===== src/difl_pkg.sv =====
`default_nettype none
package difl_pkg;
  localparam int unsigned NUM_TERM = 8;
  localparam int unsigned FW       = 16;

  // Terminal function codes
  localparam logic [7:0] FC_KEYPAD_FORCE = 8'h1F;
  localparam logic [7:0] FC_TERM_FORCE   = 8'h33;
  localparam logic [7:0] FC_P_PI         = 8'h2B;
  localparam logic [7:0] FC_ANALOG_HOLD  = 8'h41;
  localparam logic [7:0] FC_PULSE_CNT    = 8'h4A;
  localparam logic [7:0] FC_PULSE_CLR    = 8'h4B;
  localparam logic [7:0] FC_SPEED_UP     = 8'h1B;
  localparam logic [7:0] FC_SPEED_DOWN   = 8'h1C;

  localparam logic [7:0] CM_SENSORLESS_VECTOR      = 8'h03;
  localparam logic [7:0] CM_ZERO_SPEED_SENSORLESS  = 8'h04;
  localparam logic [7:0] CM_SENSOR_VECTOR          = 8'h05;

  localparam logic [7:0] SRC_TERMINAL = 8'h01;
  localparam logic [7:0] SRC_KEYPAD   = 8'h02;
  localparam logic [7:0] STORE_KEEP   = 8'h01;

  // Gain in hundredths
  localparam logic [FW-1:0] P_GAIN_MIN = 16'h0001;
  localparam logic [FW-1:0] P_GAIN_MAX = 16'h03E8;
  localparam logic [FW-1:0] FREQ_MAX   = 16'hFFFF;
  localparam logic [FW-1:0] FREQ_RST   = 16'h0000;

  localparam int unsigned CLK_PERIOD_NS = 4;
  // One response-time step is half the period of a 250 Hz pulse train
  localparam int unsigned RESP_UNIT_NS  = 2000000;
  localparam int unsigned RESP_UNIT_CYC = RESP_UNIT_NS / CLK_PERIOD_NS;
  localparam int unsigned UPDN_STEP_NS  = 1000000;
  localparam int unsigned UPDN_STEP_CYC = UPDN_STEP_NS / CLK_PERIOD_NS;

  typedef enum logic [0:0] {
    RB_FREE   = 1'b0,
    RB_LOCKED = 1'b1
  } difl_rb_t;

  typedef struct packed {
    logic [7:0] freq_source_select;
    logic [7:0] run_source_select;
    logic [7:0] control_method_select;
    logic [7:0] updown_store_select;
  } difl_cfg_t;

  typedef struct packed {
    logic run_terminal;
    logic run_keypad;
    logic run_aux;
  } difl_run_t;
endpackage
`default_nettype wire


===== src/difl_in_filter.sv =====
`timescale 1ns/10ps
`default_nettype none
module difl_in_filter #(
  parameter int unsigned UNIT_CYC = 500000
) (
  input  wire logic       i_clk,
  input  wire logic       i_rst,
  input  wire logic       i_ce,
  input  wire logic       i_raw,
  input  wire logic [7:0] i_resp,
  output logic            o_lvl
);
  logic [31:0] unit_r;
  logic [8:0]  step_r;

  // A level must hold (resp+1) whole steps before it is taken
  always_ff @(posedge i_clk or posedge i_rst) begin
    if (i_rst) begin
      unit_r <= 32'h0;
      step_r <= 9'h000;
      o_lvl  <= 1'b0;
    end else if (i_ce) begin
      if (i_raw == o_lvl) begin
        unit_r <= 32'h0;
        step_r <= 9'h000;
      end else if (unit_r == 32'(UNIT_CYC - 1)) begin
        unit_r <= 32'h0;
        if (step_r == {1'b0, i_resp}) begin
          o_lvl  <= i_raw;
          step_r <= 9'h000;
        end else begin
          step_r <= step_r + 9'h001;
        end
      end else begin
        unit_r <= unit_r + 32'h1;
      end
    end
  end
endmodule
`default_nettype wire


===== src/difl_top.sv =====
`timescale 1ns/10ps
`default_nettype none
module difl_top #(
  parameter int unsigned RESP_UNIT_CYC = difl_pkg::RESP_UNIT_CYC,
  parameter int unsigned UPDN_STEP_CYC = difl_pkg::UPDN_STEP_CYC,
  parameter int unsigned CNT_W         = 32
) (
  input  wire logic                                    I_CORE_CLK,
  input  wire logic                                    I_RST,
  input  wire logic                                    I_CE,
  input  wire logic [difl_pkg::NUM_TERM-1:0]           I_TERM,
  input  wire logic [difl_pkg::NUM_TERM-1:0][7:0]      I_INPUT_FUNCTION_SELECT,
  input  wire logic [difl_pkg::NUM_TERM-1:0][7:0]      I_INPUT_RESPONSE_TIME,
  input  wire difl_pkg::difl_cfg_t                     I_CFG,
  input  wire difl_pkg::difl_run_t                     I_RUN_REQ,
  input  wire logic [difl_pkg::FW-1:0]                 I_FREQ_ANALOG,
  input  wire logic [difl_pkg::FW-1:0]                 I_KEYPAD_FREQ_SETTING,
  input  wire logic [difl_pkg::FW-1:0]                 I_FREQ_AUX,
  input  wire logic [difl_pkg::FW-1:0]                 I_P_ONLY_GAIN,
  input  wire logic [difl_pkg::FW-1:0]                 I_PI_GAIN,
  input  wire logic                                    I_DRIVE_RESET_INPUT,
  input  wire logic [1:0]                              I_CONTROL_SET_SELECT,
  input  wire logic [difl_pkg::FW-1:0]                 I_NV_HOLD_DATA,
  output logic                                         O_RUN,
  output logic [difl_pkg::FW-1:0]                      O_FREQ_REF,
  output logic [7:0]                                   O_FREQ_SRC,
  output logic [7:0]                                   O_RUN_SRC,
  output logic                                         O_P_ONLY,
  output logic [difl_pkg::FW-1:0]                      O_P_GAIN_VALUE,
  output logic [CNT_W-1:0]                             O_PULSE_TOTAL_MONITOR,
  output logic [difl_pkg::FW-1:0]                      O_NV_HOLD_DATA,
  output logic                                         O_NV_HOLD_WE
);
  import difl_pkg::*;

  logic [NUM_TERM-1:0] lvl;
  logic [NUM_TERM-1:0] kf_v;
  logic [NUM_TERM-1:0] tf_v;
  logic [NUM_TERM-1:0] ppi_v;
  logic [NUM_TERM-1:0] ahd_v;
  logic [NUM_TERM-1:0] pc_v;
  logic [NUM_TERM-1:0] pcc_v;
  logic [NUM_TERM-1:0] up_v;
  logic [NUM_TERM-1:0] dn_v;
  logic                keypad_force;
  logic                terminal_force;
  logic                p_pi_select;
  logic                analog_hold;
  logic                pulse_count_input;
  logic                pulse_count_clear;
  logic                speed_up;
  logic                speed_decrease_input;
  logic [7:0]          fsrc;
  logic [7:0]          rsrc;
  logic                run_sel;
  logic [FW-1:0]       freq_nxt;
  logic [1:0]          force_prev_r;
  logic                force_flip;
  logic                any_req;
  difl_rb_t            rb_r;
  difl_rb_t            rb_nxt;
  logic                method_ok;
  logic                p_only_nxt;
  logic [FW-1:0]       p_gain_clamped;
  logic                ahd_prev_r;
  logic                pc_prev_r;
  logic                drs_prev_r;
  logic                drs_fall;
  logic                boot_r;
  logic [31:0]         step_r;
  logic                tick;
  logic [FW-1:0]       base_r;
  logic [FW-1:0]       hold_val_r;
  logic [FW-1:0]       nv_nxt;

  //////////////////////////////////////////////////////////////////////////////
  // Terminal filtering and function decode

  for (genvar g = 0; g < NUM_TERM; g++) begin : g_term
    difl_in_filter #(
      .UNIT_CYC (RESP_UNIT_CYC)
    ) u_flt (
      .i_clk  (I_CORE_CLK),
      .i_rst  (I_RST),
      .i_ce   (I_CE),
      .i_raw  (I_TERM[g]),
      .i_resp (I_INPUT_RESPONSE_TIME[g]),
      .o_lvl  (lvl[g])
    );
    assign kf_v[g]  = lvl[g] && (I_INPUT_FUNCTION_SELECT[g] == FC_KEYPAD_FORCE);
    assign tf_v[g]  = lvl[g] && (I_INPUT_FUNCTION_SELECT[g] == FC_TERM_FORCE);
    assign ppi_v[g] = lvl[g] && (I_INPUT_FUNCTION_SELECT[g] == FC_P_PI);
    assign ahd_v[g] = lvl[g] && (I_INPUT_FUNCTION_SELECT[g] == FC_ANALOG_HOLD);
    assign pc_v[g]  = lvl[g] && (I_INPUT_FUNCTION_SELECT[g] == FC_PULSE_CNT);
    assign pcc_v[g] = lvl[g] && (I_INPUT_FUNCTION_SELECT[g] == FC_PULSE_CLR);
    assign up_v[g]  = lvl[g] && (I_INPUT_FUNCTION_SELECT[g] == FC_SPEED_UP);
    assign dn_v[g]  = lvl[g] && (I_INPUT_FUNCTION_SELECT[g] == FC_SPEED_DOWN);
  end

  // An unassigned function has an all-zero vector and stays off
  assign keypad_force         = |kf_v;
  assign terminal_force       = |tf_v;
  assign p_pi_select          = |ppi_v;
  assign analog_hold          = |ahd_v;
  assign pulse_count_input    = |pc_v;
  assign pulse_count_clear    = |pcc_v;
  assign speed_up             = |up_v;
  assign speed_decrease_input = |dn_v;

  //////////////////////////////////////////////////////////////////////////////
  // Command source selection

  // Keypad force outranks terminal force when both are on
  always_comb begin
    fsrc = I_CFG.freq_source_select;
    rsrc = I_CFG.run_source_select;
    if (keypad_force) begin
      fsrc = SRC_KEYPAD;
      rsrc = SRC_KEYPAD;
    end else if (terminal_force) begin
      fsrc = SRC_TERMINAL;
      rsrc = SRC_TERMINAL;
    end
  end

  always_comb begin
    case (rsrc)
      SRC_TERMINAL: run_sel = I_RUN_REQ.run_terminal;
      SRC_KEYPAD:   run_sel = I_RUN_REQ.run_keypad;
      default:      run_sel = I_RUN_REQ.run_aux;
    endcase
  end

  always_comb begin
    case (fsrc)
      SRC_TERMINAL: freq_nxt = (analog_hold && ahd_prev_r) ? hold_val_r : I_FREQ_ANALOG;
      SRC_KEYPAD:   freq_nxt = I_KEYPAD_FREQ_SETTING;
      default:      freq_nxt = I_FREQ_AUX;
    endcase
  end

  //////////////////////////////////////////////////////////////////////////////
  // Run lockout after a forced-source change

  assign force_flip = ({keypad_force, terminal_force} != force_prev_r);
  assign any_req    = |I_RUN_REQ;

  // The lock is released only once every source has dropped its run request
  always_comb begin
    case (rb_r)
      RB_FREE:   rb_nxt = (force_flip && O_RUN) ? RB_LOCKED : RB_FREE;
      RB_LOCKED: rb_nxt = (any_req || (force_flip && O_RUN)) ? RB_LOCKED : RB_FREE;
      default:   rb_nxt = RB_FREE;
    endcase
  end

  always_ff @(posedge I_CORE_CLK or posedge I_RST) begin
    if (I_RST) begin
      force_prev_r <= 2'h0;
      rb_r         <= RB_FREE;
      O_RUN        <= 1'b0;
      O_FREQ_REF   <= FREQ_RST;
      O_FREQ_SRC   <= 8'h00;
      O_RUN_SRC    <= 8'h00;
    end else if (I_CE) begin
      force_prev_r <= {keypad_force, terminal_force};
      rb_r         <= rb_nxt;
      O_RUN        <= run_sel && (rb_nxt == RB_FREE);
      O_FREQ_REF   <= freq_nxt;
      O_FREQ_SRC   <= fsrc;
      O_RUN_SRC    <= rsrc;
    end
  end

  //////////////////////////////////////////////////////////////////////////////
  // Speed loop P/PI selection

  assign method_ok = (I_CFG.control_method_select == CM_SENSORLESS_VECTOR) ||
                     (I_CFG.control_method_select == CM_ZERO_SPEED_SENSORLESS) ||
                     (I_CFG.control_method_select == CM_SENSOR_VECTOR);
  assign p_only_nxt = p_pi_select && method_ok;
  // Out-of-range gain settings are pinned to the legal span
  assign p_gain_clamped = (I_P_ONLY_GAIN < P_GAIN_MIN) ? P_GAIN_MIN :
                          (I_P_ONLY_GAIN > P_GAIN_MAX) ? P_GAIN_MAX : I_P_ONLY_GAIN;

  always_ff @(posedge I_CORE_CLK or posedge I_RST) begin
    if (I_RST) begin
      O_P_ONLY       <= 1'b0;
      O_P_GAIN_VALUE <= FREQ_RST;
    end else if (I_CE) begin
      O_P_ONLY       <= p_only_nxt;
      O_P_GAIN_VALUE <= p_only_nxt ? p_gain_clamped : I_PI_GAIN;
    end
  end

  //////////////////////////////////////////////////////////////////////////////
  // Analog hold with up/down adjustment

  assign drs_fall = drs_prev_r && !I_DRIVE_RESET_INPUT;
  assign tick     = (step_r == 32'(UPDN_STEP_CYC - 1));

  always_ff @(posedge I_CORE_CLK or posedge I_RST) begin
    if (I_RST) begin
      step_r <= 32'h0;
    end else if (I_CE) begin
      step_r <= tick ? 32'h0 : step_r + 32'h1;
    end
  end

  always_ff @(posedge I_CORE_CLK or posedge I_RST) begin
    if (I_RST) begin
      boot_r     <= 1'b1;
      ahd_prev_r <= 1'b0;
      drs_prev_r <= 1'b0;
    end else if (I_CE) begin
      boot_r     <= 1'b0;
      ahd_prev_r <= analog_hold;
      drs_prev_r <= I_DRIVE_RESET_INPUT;
    end
  end

  // Only a fresh hold edge samples the analog input, so a control set
  // switch during hold leaves the set frequency untouched
  always_ff @(posedge I_CORE_CLK or posedge I_RST) begin
    if (I_RST) begin
      base_r     <= FREQ_RST;
      hold_val_r <= FREQ_RST;
    end else if (I_CE) begin
      if (boot_r || drs_fall) begin
        base_r     <= I_NV_HOLD_DATA;
        hold_val_r <= I_NV_HOLD_DATA;
      end else if (analog_hold && !ahd_prev_r) begin
        base_r     <= I_FREQ_ANALOG;
        hold_val_r <= I_FREQ_ANALOG;
      end else if (analog_hold && tick) begin
        if (speed_up && !speed_decrease_input && hold_val_r != FREQ_MAX) begin
          hold_val_r <= hold_val_r + 16'h0001;
        end else if (speed_decrease_input && !speed_up && hold_val_r != FREQ_RST) begin
          hold_val_r <= hold_val_r - 16'h0001;
        end
      end
    end
  end

  // Writes go out only when the stored word really changes, to spare the
  // storage element's endurance
  assign nv_nxt = (I_CFG.updown_store_select == STORE_KEEP) ? hold_val_r : base_r;

  always_ff @(posedge I_CORE_CLK or posedge I_RST) begin
    if (I_RST) begin
      O_NV_HOLD_DATA <= FREQ_RST;
      O_NV_HOLD_WE   <= 1'b0;
    end else if (I_CE) begin
      if (boot_r) begin
        O_NV_HOLD_DATA <= I_NV_HOLD_DATA;
        O_NV_HOLD_WE   <= 1'b0;
      end else begin
        O_NV_HOLD_DATA <= nv_nxt;
        O_NV_HOLD_WE   <= (nv_nxt != O_NV_HOLD_DATA);
      end
    end
  end

  //////////////////////////////////////////////////////////////////////////////
  // Pulse counter

  always_ff @(posedge I_CORE_CLK or posedge I_RST) begin
    if (I_RST) begin
      pc_prev_r             <= 1'b0;
      O_PULSE_TOTAL_MONITOR <= '0;
    end else if (I_CE) begin
      pc_prev_r <= pulse_count_input;
      if (pulse_count_clear || I_DRIVE_RESET_INPUT) begin
        O_PULSE_TOTAL_MONITOR <= '0;
      end else if (pulse_count_input && !pc_prev_r) begin
        O_PULSE_TOTAL_MONITOR <= O_PULSE_TOTAL_MONITOR + CNT_W'(1);
      end
    end
  end
endmodule
`default_nettype wire


===== config.mk =====
export PLATFORM = sky130hd
export DESIGN_NAME = difl_top
export DESIGN_NICKNAME = d
export VERILOG_FILES = /design/src/difl_pkg.sv /design/src/difl_in_filter.sv /design/src/difl_top.sv
export SDC_FILE = /design/constraint.sdc
export NUM_CORES = 2
export LEC_CHECK = 0
export CAP_MARGIN = 25
export CORE_MARGIN = 8
export CORE_UTILIZATION = 40
export CTS_CLUSTER_DIAMETER = 150
export CTS_CLUSTER_SIZE = 24
export DETAILED_ROUTE_END_ITERATION = 8
export DONT_BUFFER_PORTS = 1
export PLACE_DENSITY_LB_ADDON = 0.08
export SLEW_MARGIN = 20
export SYNTH_ARGS = -nofsm -noshare
export SYNTH_HDL_FRONTEND = slang
export SYNTH_SLANG_ARGS = --single-unit

===== constraint.sdc =====
create_clock -name I_CORE_CLK -period 35.5 [get_ports I_CORE_CLK]
set_clock_uncertainty 0.2 [all_clocks]
set_input_delay 10.65 -clock I_CORE_CLK [delete_from_list [all_inputs] [get_ports I_CORE_CLK]]
set_output_delay 10.65 -clock I_CORE_CLK [all_outputs]
set_load 0.05 [all_outputs]

==> run summary <==
- run status: complete, no violations
- Longest Clk Path Bufs: 3
- Critical Path Stages: 14
- RSZ-0062 raised after global routing: no
- post-detailed-routing wire length: 78.50 mm
- max-cap viol count: 0
- sinks on the clock net: 506
- Floorplan Core Area: 0.07003 sq mm
- cells on worst reg2reg path: 15
- Clk Latency, worst-skew pair: 0.61 ns
- area of the die: 0.07949 sq mm
- Max IR drop VDD: 0.03246 mV
- leakage dissipation: 12.49 nW
- count of hold buffers inserted by post-cts repair: 0
- relative slew slack: 0.1711
- number of ports placed on the die boundary: 372
- initial standard-cell utilization of the core: 0.4040
- Remaining Overflow, GRT: 0
- ratio of final minimum period to clock period: 0.4138
- capturing element type of the critical path: register
- startpoint of the worst register-to-register path: g_term[2].u_flt.o_lvl$_DFFE_PP0P_
- worst path required time: 35.85 ns
- clock input transition at the sequential cells of the worst setup and hold paths: 0.11 ns
- Yosys Warn Count: 0
- pin count of the biggest net entering global routing: 206
- Post-layout nets: 3382
- Synth async-reset ratio: 1.000
- maximum level of the CTS H-tree: 1
- number of enable flip-flop cells after synthesis: 0
- Slew Limit Fails: 0
- remaining number of nets flagged by the antenna check after routing: 0
- reg-to-reg critical path endpoint: hold_val_r[12]$_DFFE_PP0P_
- sequential-to-total area share from yosys stat: 0.4476
- final standard cell count with taps included and fillers excluded: 4027
- transition time of the tightest slew-check pin: 1.243 ns
- sum of buffers and inverters on the critical path: 1
- post-route DRC violation count: 0
- worst setup path endpoint: hold_val_r[12]$_DFFE_PP0P_
- first-pass iteration count of the detailed router: 6
- initial detailed-routing violation count: 1334
- placed wire-length estimate: 57.21 mm
- worst reg-to-reg setup slack: 30.35 ns
- share of cells above drive strength 1: 0.04895
- placed insts: 3987
- Mapped Cells: 3135
- area growth from synthesis to final layout: 5.869%
- initial antenna violation count: 6
- via count of the first global-routing pass: 22520
- Worst Path Max Fanout: 15
- Overall Global Routing Usage: 0.1904
- Critical Path Source Type: input pin
- most used flip-flop cell after synthesis: dfrtp_1
- floorplan die width: 281.9 microns
- final estimated routing congestion in global placement: 0.8878
- Netlist cell types: 84
- Total Neg Setup Slack: 0 ns
- chain of cells forming the critical path: or4b_2 -> o31ai_1 -> o41ai_1 -> nor2_2 -> inv_1 -> ha_1 -> o21ai_0 -> a21oi_1 -> o41ai_1 -> a21boi_0 -> o41ai_1 -> xor2_1 -> o311a_1 -> nor2_1
- Inserted Clock Buffers: 25
- Fmax: 68.08 MHz
- setup violation total in the final timing report: 0
- final worst path period need: 14.69 ns
- final routed wire length divided by cell count: 19.49 microns
- kind of cell adding the most delay to the critical path: compound AO/OA/AOI/OAI gates
- finished layout cell area: 0.02995 sq mm
- vias per cell: 5.648
- FF+latch count, synth: 506
- power density over cell area: 41.57 mW/mm^2
- critical path arrival: 15.04 ns
- Resized cells post-CTS: 0
- clock root buffer master: clkbuf_16
- clock tree from TritonCTS: done
- number of input and output port buffers inserted: 0
- stage delay of the slowest cell on the critical path: 0.70 ns
- Final Hold Violating Endpoints: 0
- overall via count from detail_route: 22750
- first-pass GRT wire length: 124.6 mm
- number of placement rows: 97
- CP most frequent cell: o41ai_1
- Avg Synthesized Cell Area: 9.024 sq um
- synthesized netlist net count: 3442
- standard cell area after detailed placement: 0.02923 sq mm
- die height: 281.9 microns
- Setup Fix Bufs, Post-CTS: 0
- critical path launch point: I_INPUT_FUNCTION_SELECT[29]
- min-delay worst type: register to register
- Mapped Area: 0.02829 sq mm
- classification of the worst setup path: input pin to register
- Critical-path top delay cell: or4b_2
==> layout by cell type (no fill, tap or decap), types with 58 or more instances in the layout <==
cell type	synthesis	final
o21ai_0	225	224
nor3_1	79	79
nor2_1	431	430
xor2_1	196	196
dfrtp_1	505	505
nand4_1	109	109
inv_1	60	58
nand2_1	310	310
nor4_1	75	74
a21oi_1	100	99
and3_1	86	86
nand3_1	160	160
xnor2_1	142	142
==> synth_stat cells, types with 5 or more instances <==
master | instances | share of area
or3_1 | 32 | 0.0071
o22ai_1 | 11 | 0.0024
nor4_1 | 75 | 0.017
o211ai_1 | 5 | 0.0013
nor3b_1 | 9 | 0.0024
or3b_2 | 6 | 0.0019
nor4b_1 | 25 | 0.0077
o21ai_0 | 225 | 0.040
a21oi_1 | 100 | 0.018
ha_1 | 33 | 0.015
and3_1 | 86 | 0.019
or4b_2 | 7 | 0.0025
mux2_2 | 43 | 0.017
dfrtp_1 | 505 | 0.45
o31ai_1 | 26 | 0.0069
and2_1 | 7 | 0.0015
a22o_1 | 5 | 0.0015
xor2_1 | 196 | 0.061
a31oi_1 | 16 | 0.0035
nand4_1 | 109 | 0.024
clkbuf_1 | 81 | 0.011
nand2b_1 | 57 | 0.013
o41ai_1 | 8 | 0.0025
xnor2_1 | 142 | 0.044
a221oi_1 | 18 | 0.0056
nand3b_1 | 7 | 0.0019
nand2_1 | 310 | 0.041
inv_1 | 60 | 0.0080
o2bb2ai_1 | 30 | 0.0093
mux2i_1 | 41 | 0.015
nor2_1 | 431 | 0.057
a21o_1 | 10 | 0.0027
nor2b_1 | 15 | 0.0033
and4_1 | 23 | 0.0071
o21a_1 | 5 | 0.0013
or2_2 | 24 | 0.0053
nand4b_1 | 9 | 0.0028
nor3_1 | 79 | 0.014
buf_1 | 9 | 0.0012
buf_2 | 13 | 0.0023
nand3_1 | 160 | 0.028
or4_1 | 13 | 0.0034
==> kinds of logic after synthesis <==
group                    after synthesis  synth area share
AND/OR/NAND/NOR                     1508            0.2690
flip-flops                           506            0.4476
AO/OA/AOI/OAI                        494            0.1065
XOR/XNOR                             339            0.1054
buffers and inverters                170           0.02459
multiplexers                          84           0.03162
adder cells (fa/ha/maj)               34           0.01530
==> layout make-up <==
cell class                      count  area [sq um]
Timing Repair Buffer               23         211.5
Multi-Input combinational cell   2459         14960
Fill cell                        6962         40080
Sequential cell                   506         12660
Antenna cell                        2         5.005
Clock inverter                      2         38.79
Inverter                           60         234.0
Clock buffer                       35         663.1
Tap cell                          940          1176
==> metal layers <==
metal	track usage	routed length [microns]
met4	0.04594	1905
met2	0.3185	37540
met1	0.2406	33050
met3	0.05676	5961
met5	0	38
==> state kept, by name, summed over array words and instances (netlist names) <==
name                   cells
O_FREQ_REF                16
O_FREQ_SRC                 8
O_NV_HOLD_DATA            16
O_NV_HOLD_WE               1
O_PULSE_TOTAL_MONITOR     32
O_P_GAIN_VALUE            16
O_P_ONLY                   1
O_RUN                      1
O_RUN_SRC                  8
ahd_prev_r                 1
base_r                    16
boot_r                     1
drs_prev_r                 1
force_prev_r               2
g_term.u_flt.o_lvl         8
g_term.u_flt.step_r       72
g_term.u_flt.unit_r      256
hold_val_r                16
pc_prev_r                  1
rb_r                       1
step_r                    32
==> how the worst min path moves through the flow <==
stage	startpoint	endpoint	slack (ns)	depth (start not counted)
after floorplan	step_r[31]$_DFFE_PP0P_	step_r[31]$_DFFE_PP0P_	0.24	1
after global placement	step_r[31]$_DFFE_PP0P_	step_r[31]$_DFFE_PP0P_	0.27	1
after detailed placement	step_r[31]$_DFFE_PP0P_	step_r[31]$_DFFE_PP0P_	0.26	1
after CTS	step_r[31]$_DFFE_PP0P_	step_r[31]$_DFFE_PP0P_	0.29	1
after global routing	step_r[31]$_DFFE_PP0P_	step_r[31]$_DFFE_PP0P_	0.30	1
final	step_r[31]$_DFFE_PP0P_	step_r[31]$_DFFE_PP0P_	0.29	1
==> through the flow <==
step                 power, W  setup WS (ns)  utilization  hold slack [ns]
finish               0.001245          20.81       0.4277           0.2889
global route         0.001313          20.60       0.4276           0.3049
CTS                  0.001262          20.92       0.4274           0.2864
detailed placement  0.0009237          20.30       0.4174           0.2643
global placement    0.0009176          20.32       0.4168           0.2691
floorplan           0.0008688          10.52            -           0.2429
==> power breakdown <==
| group | switching, W | internal (W) |
|---|---|---|
| Sequential | 0.0000905 | 0.000615 |
| Clock | 0.000198 | 0.000133 |
| Combinational | 0.000115 | 0.0000941 |
(Power assumes the default switching activity.)
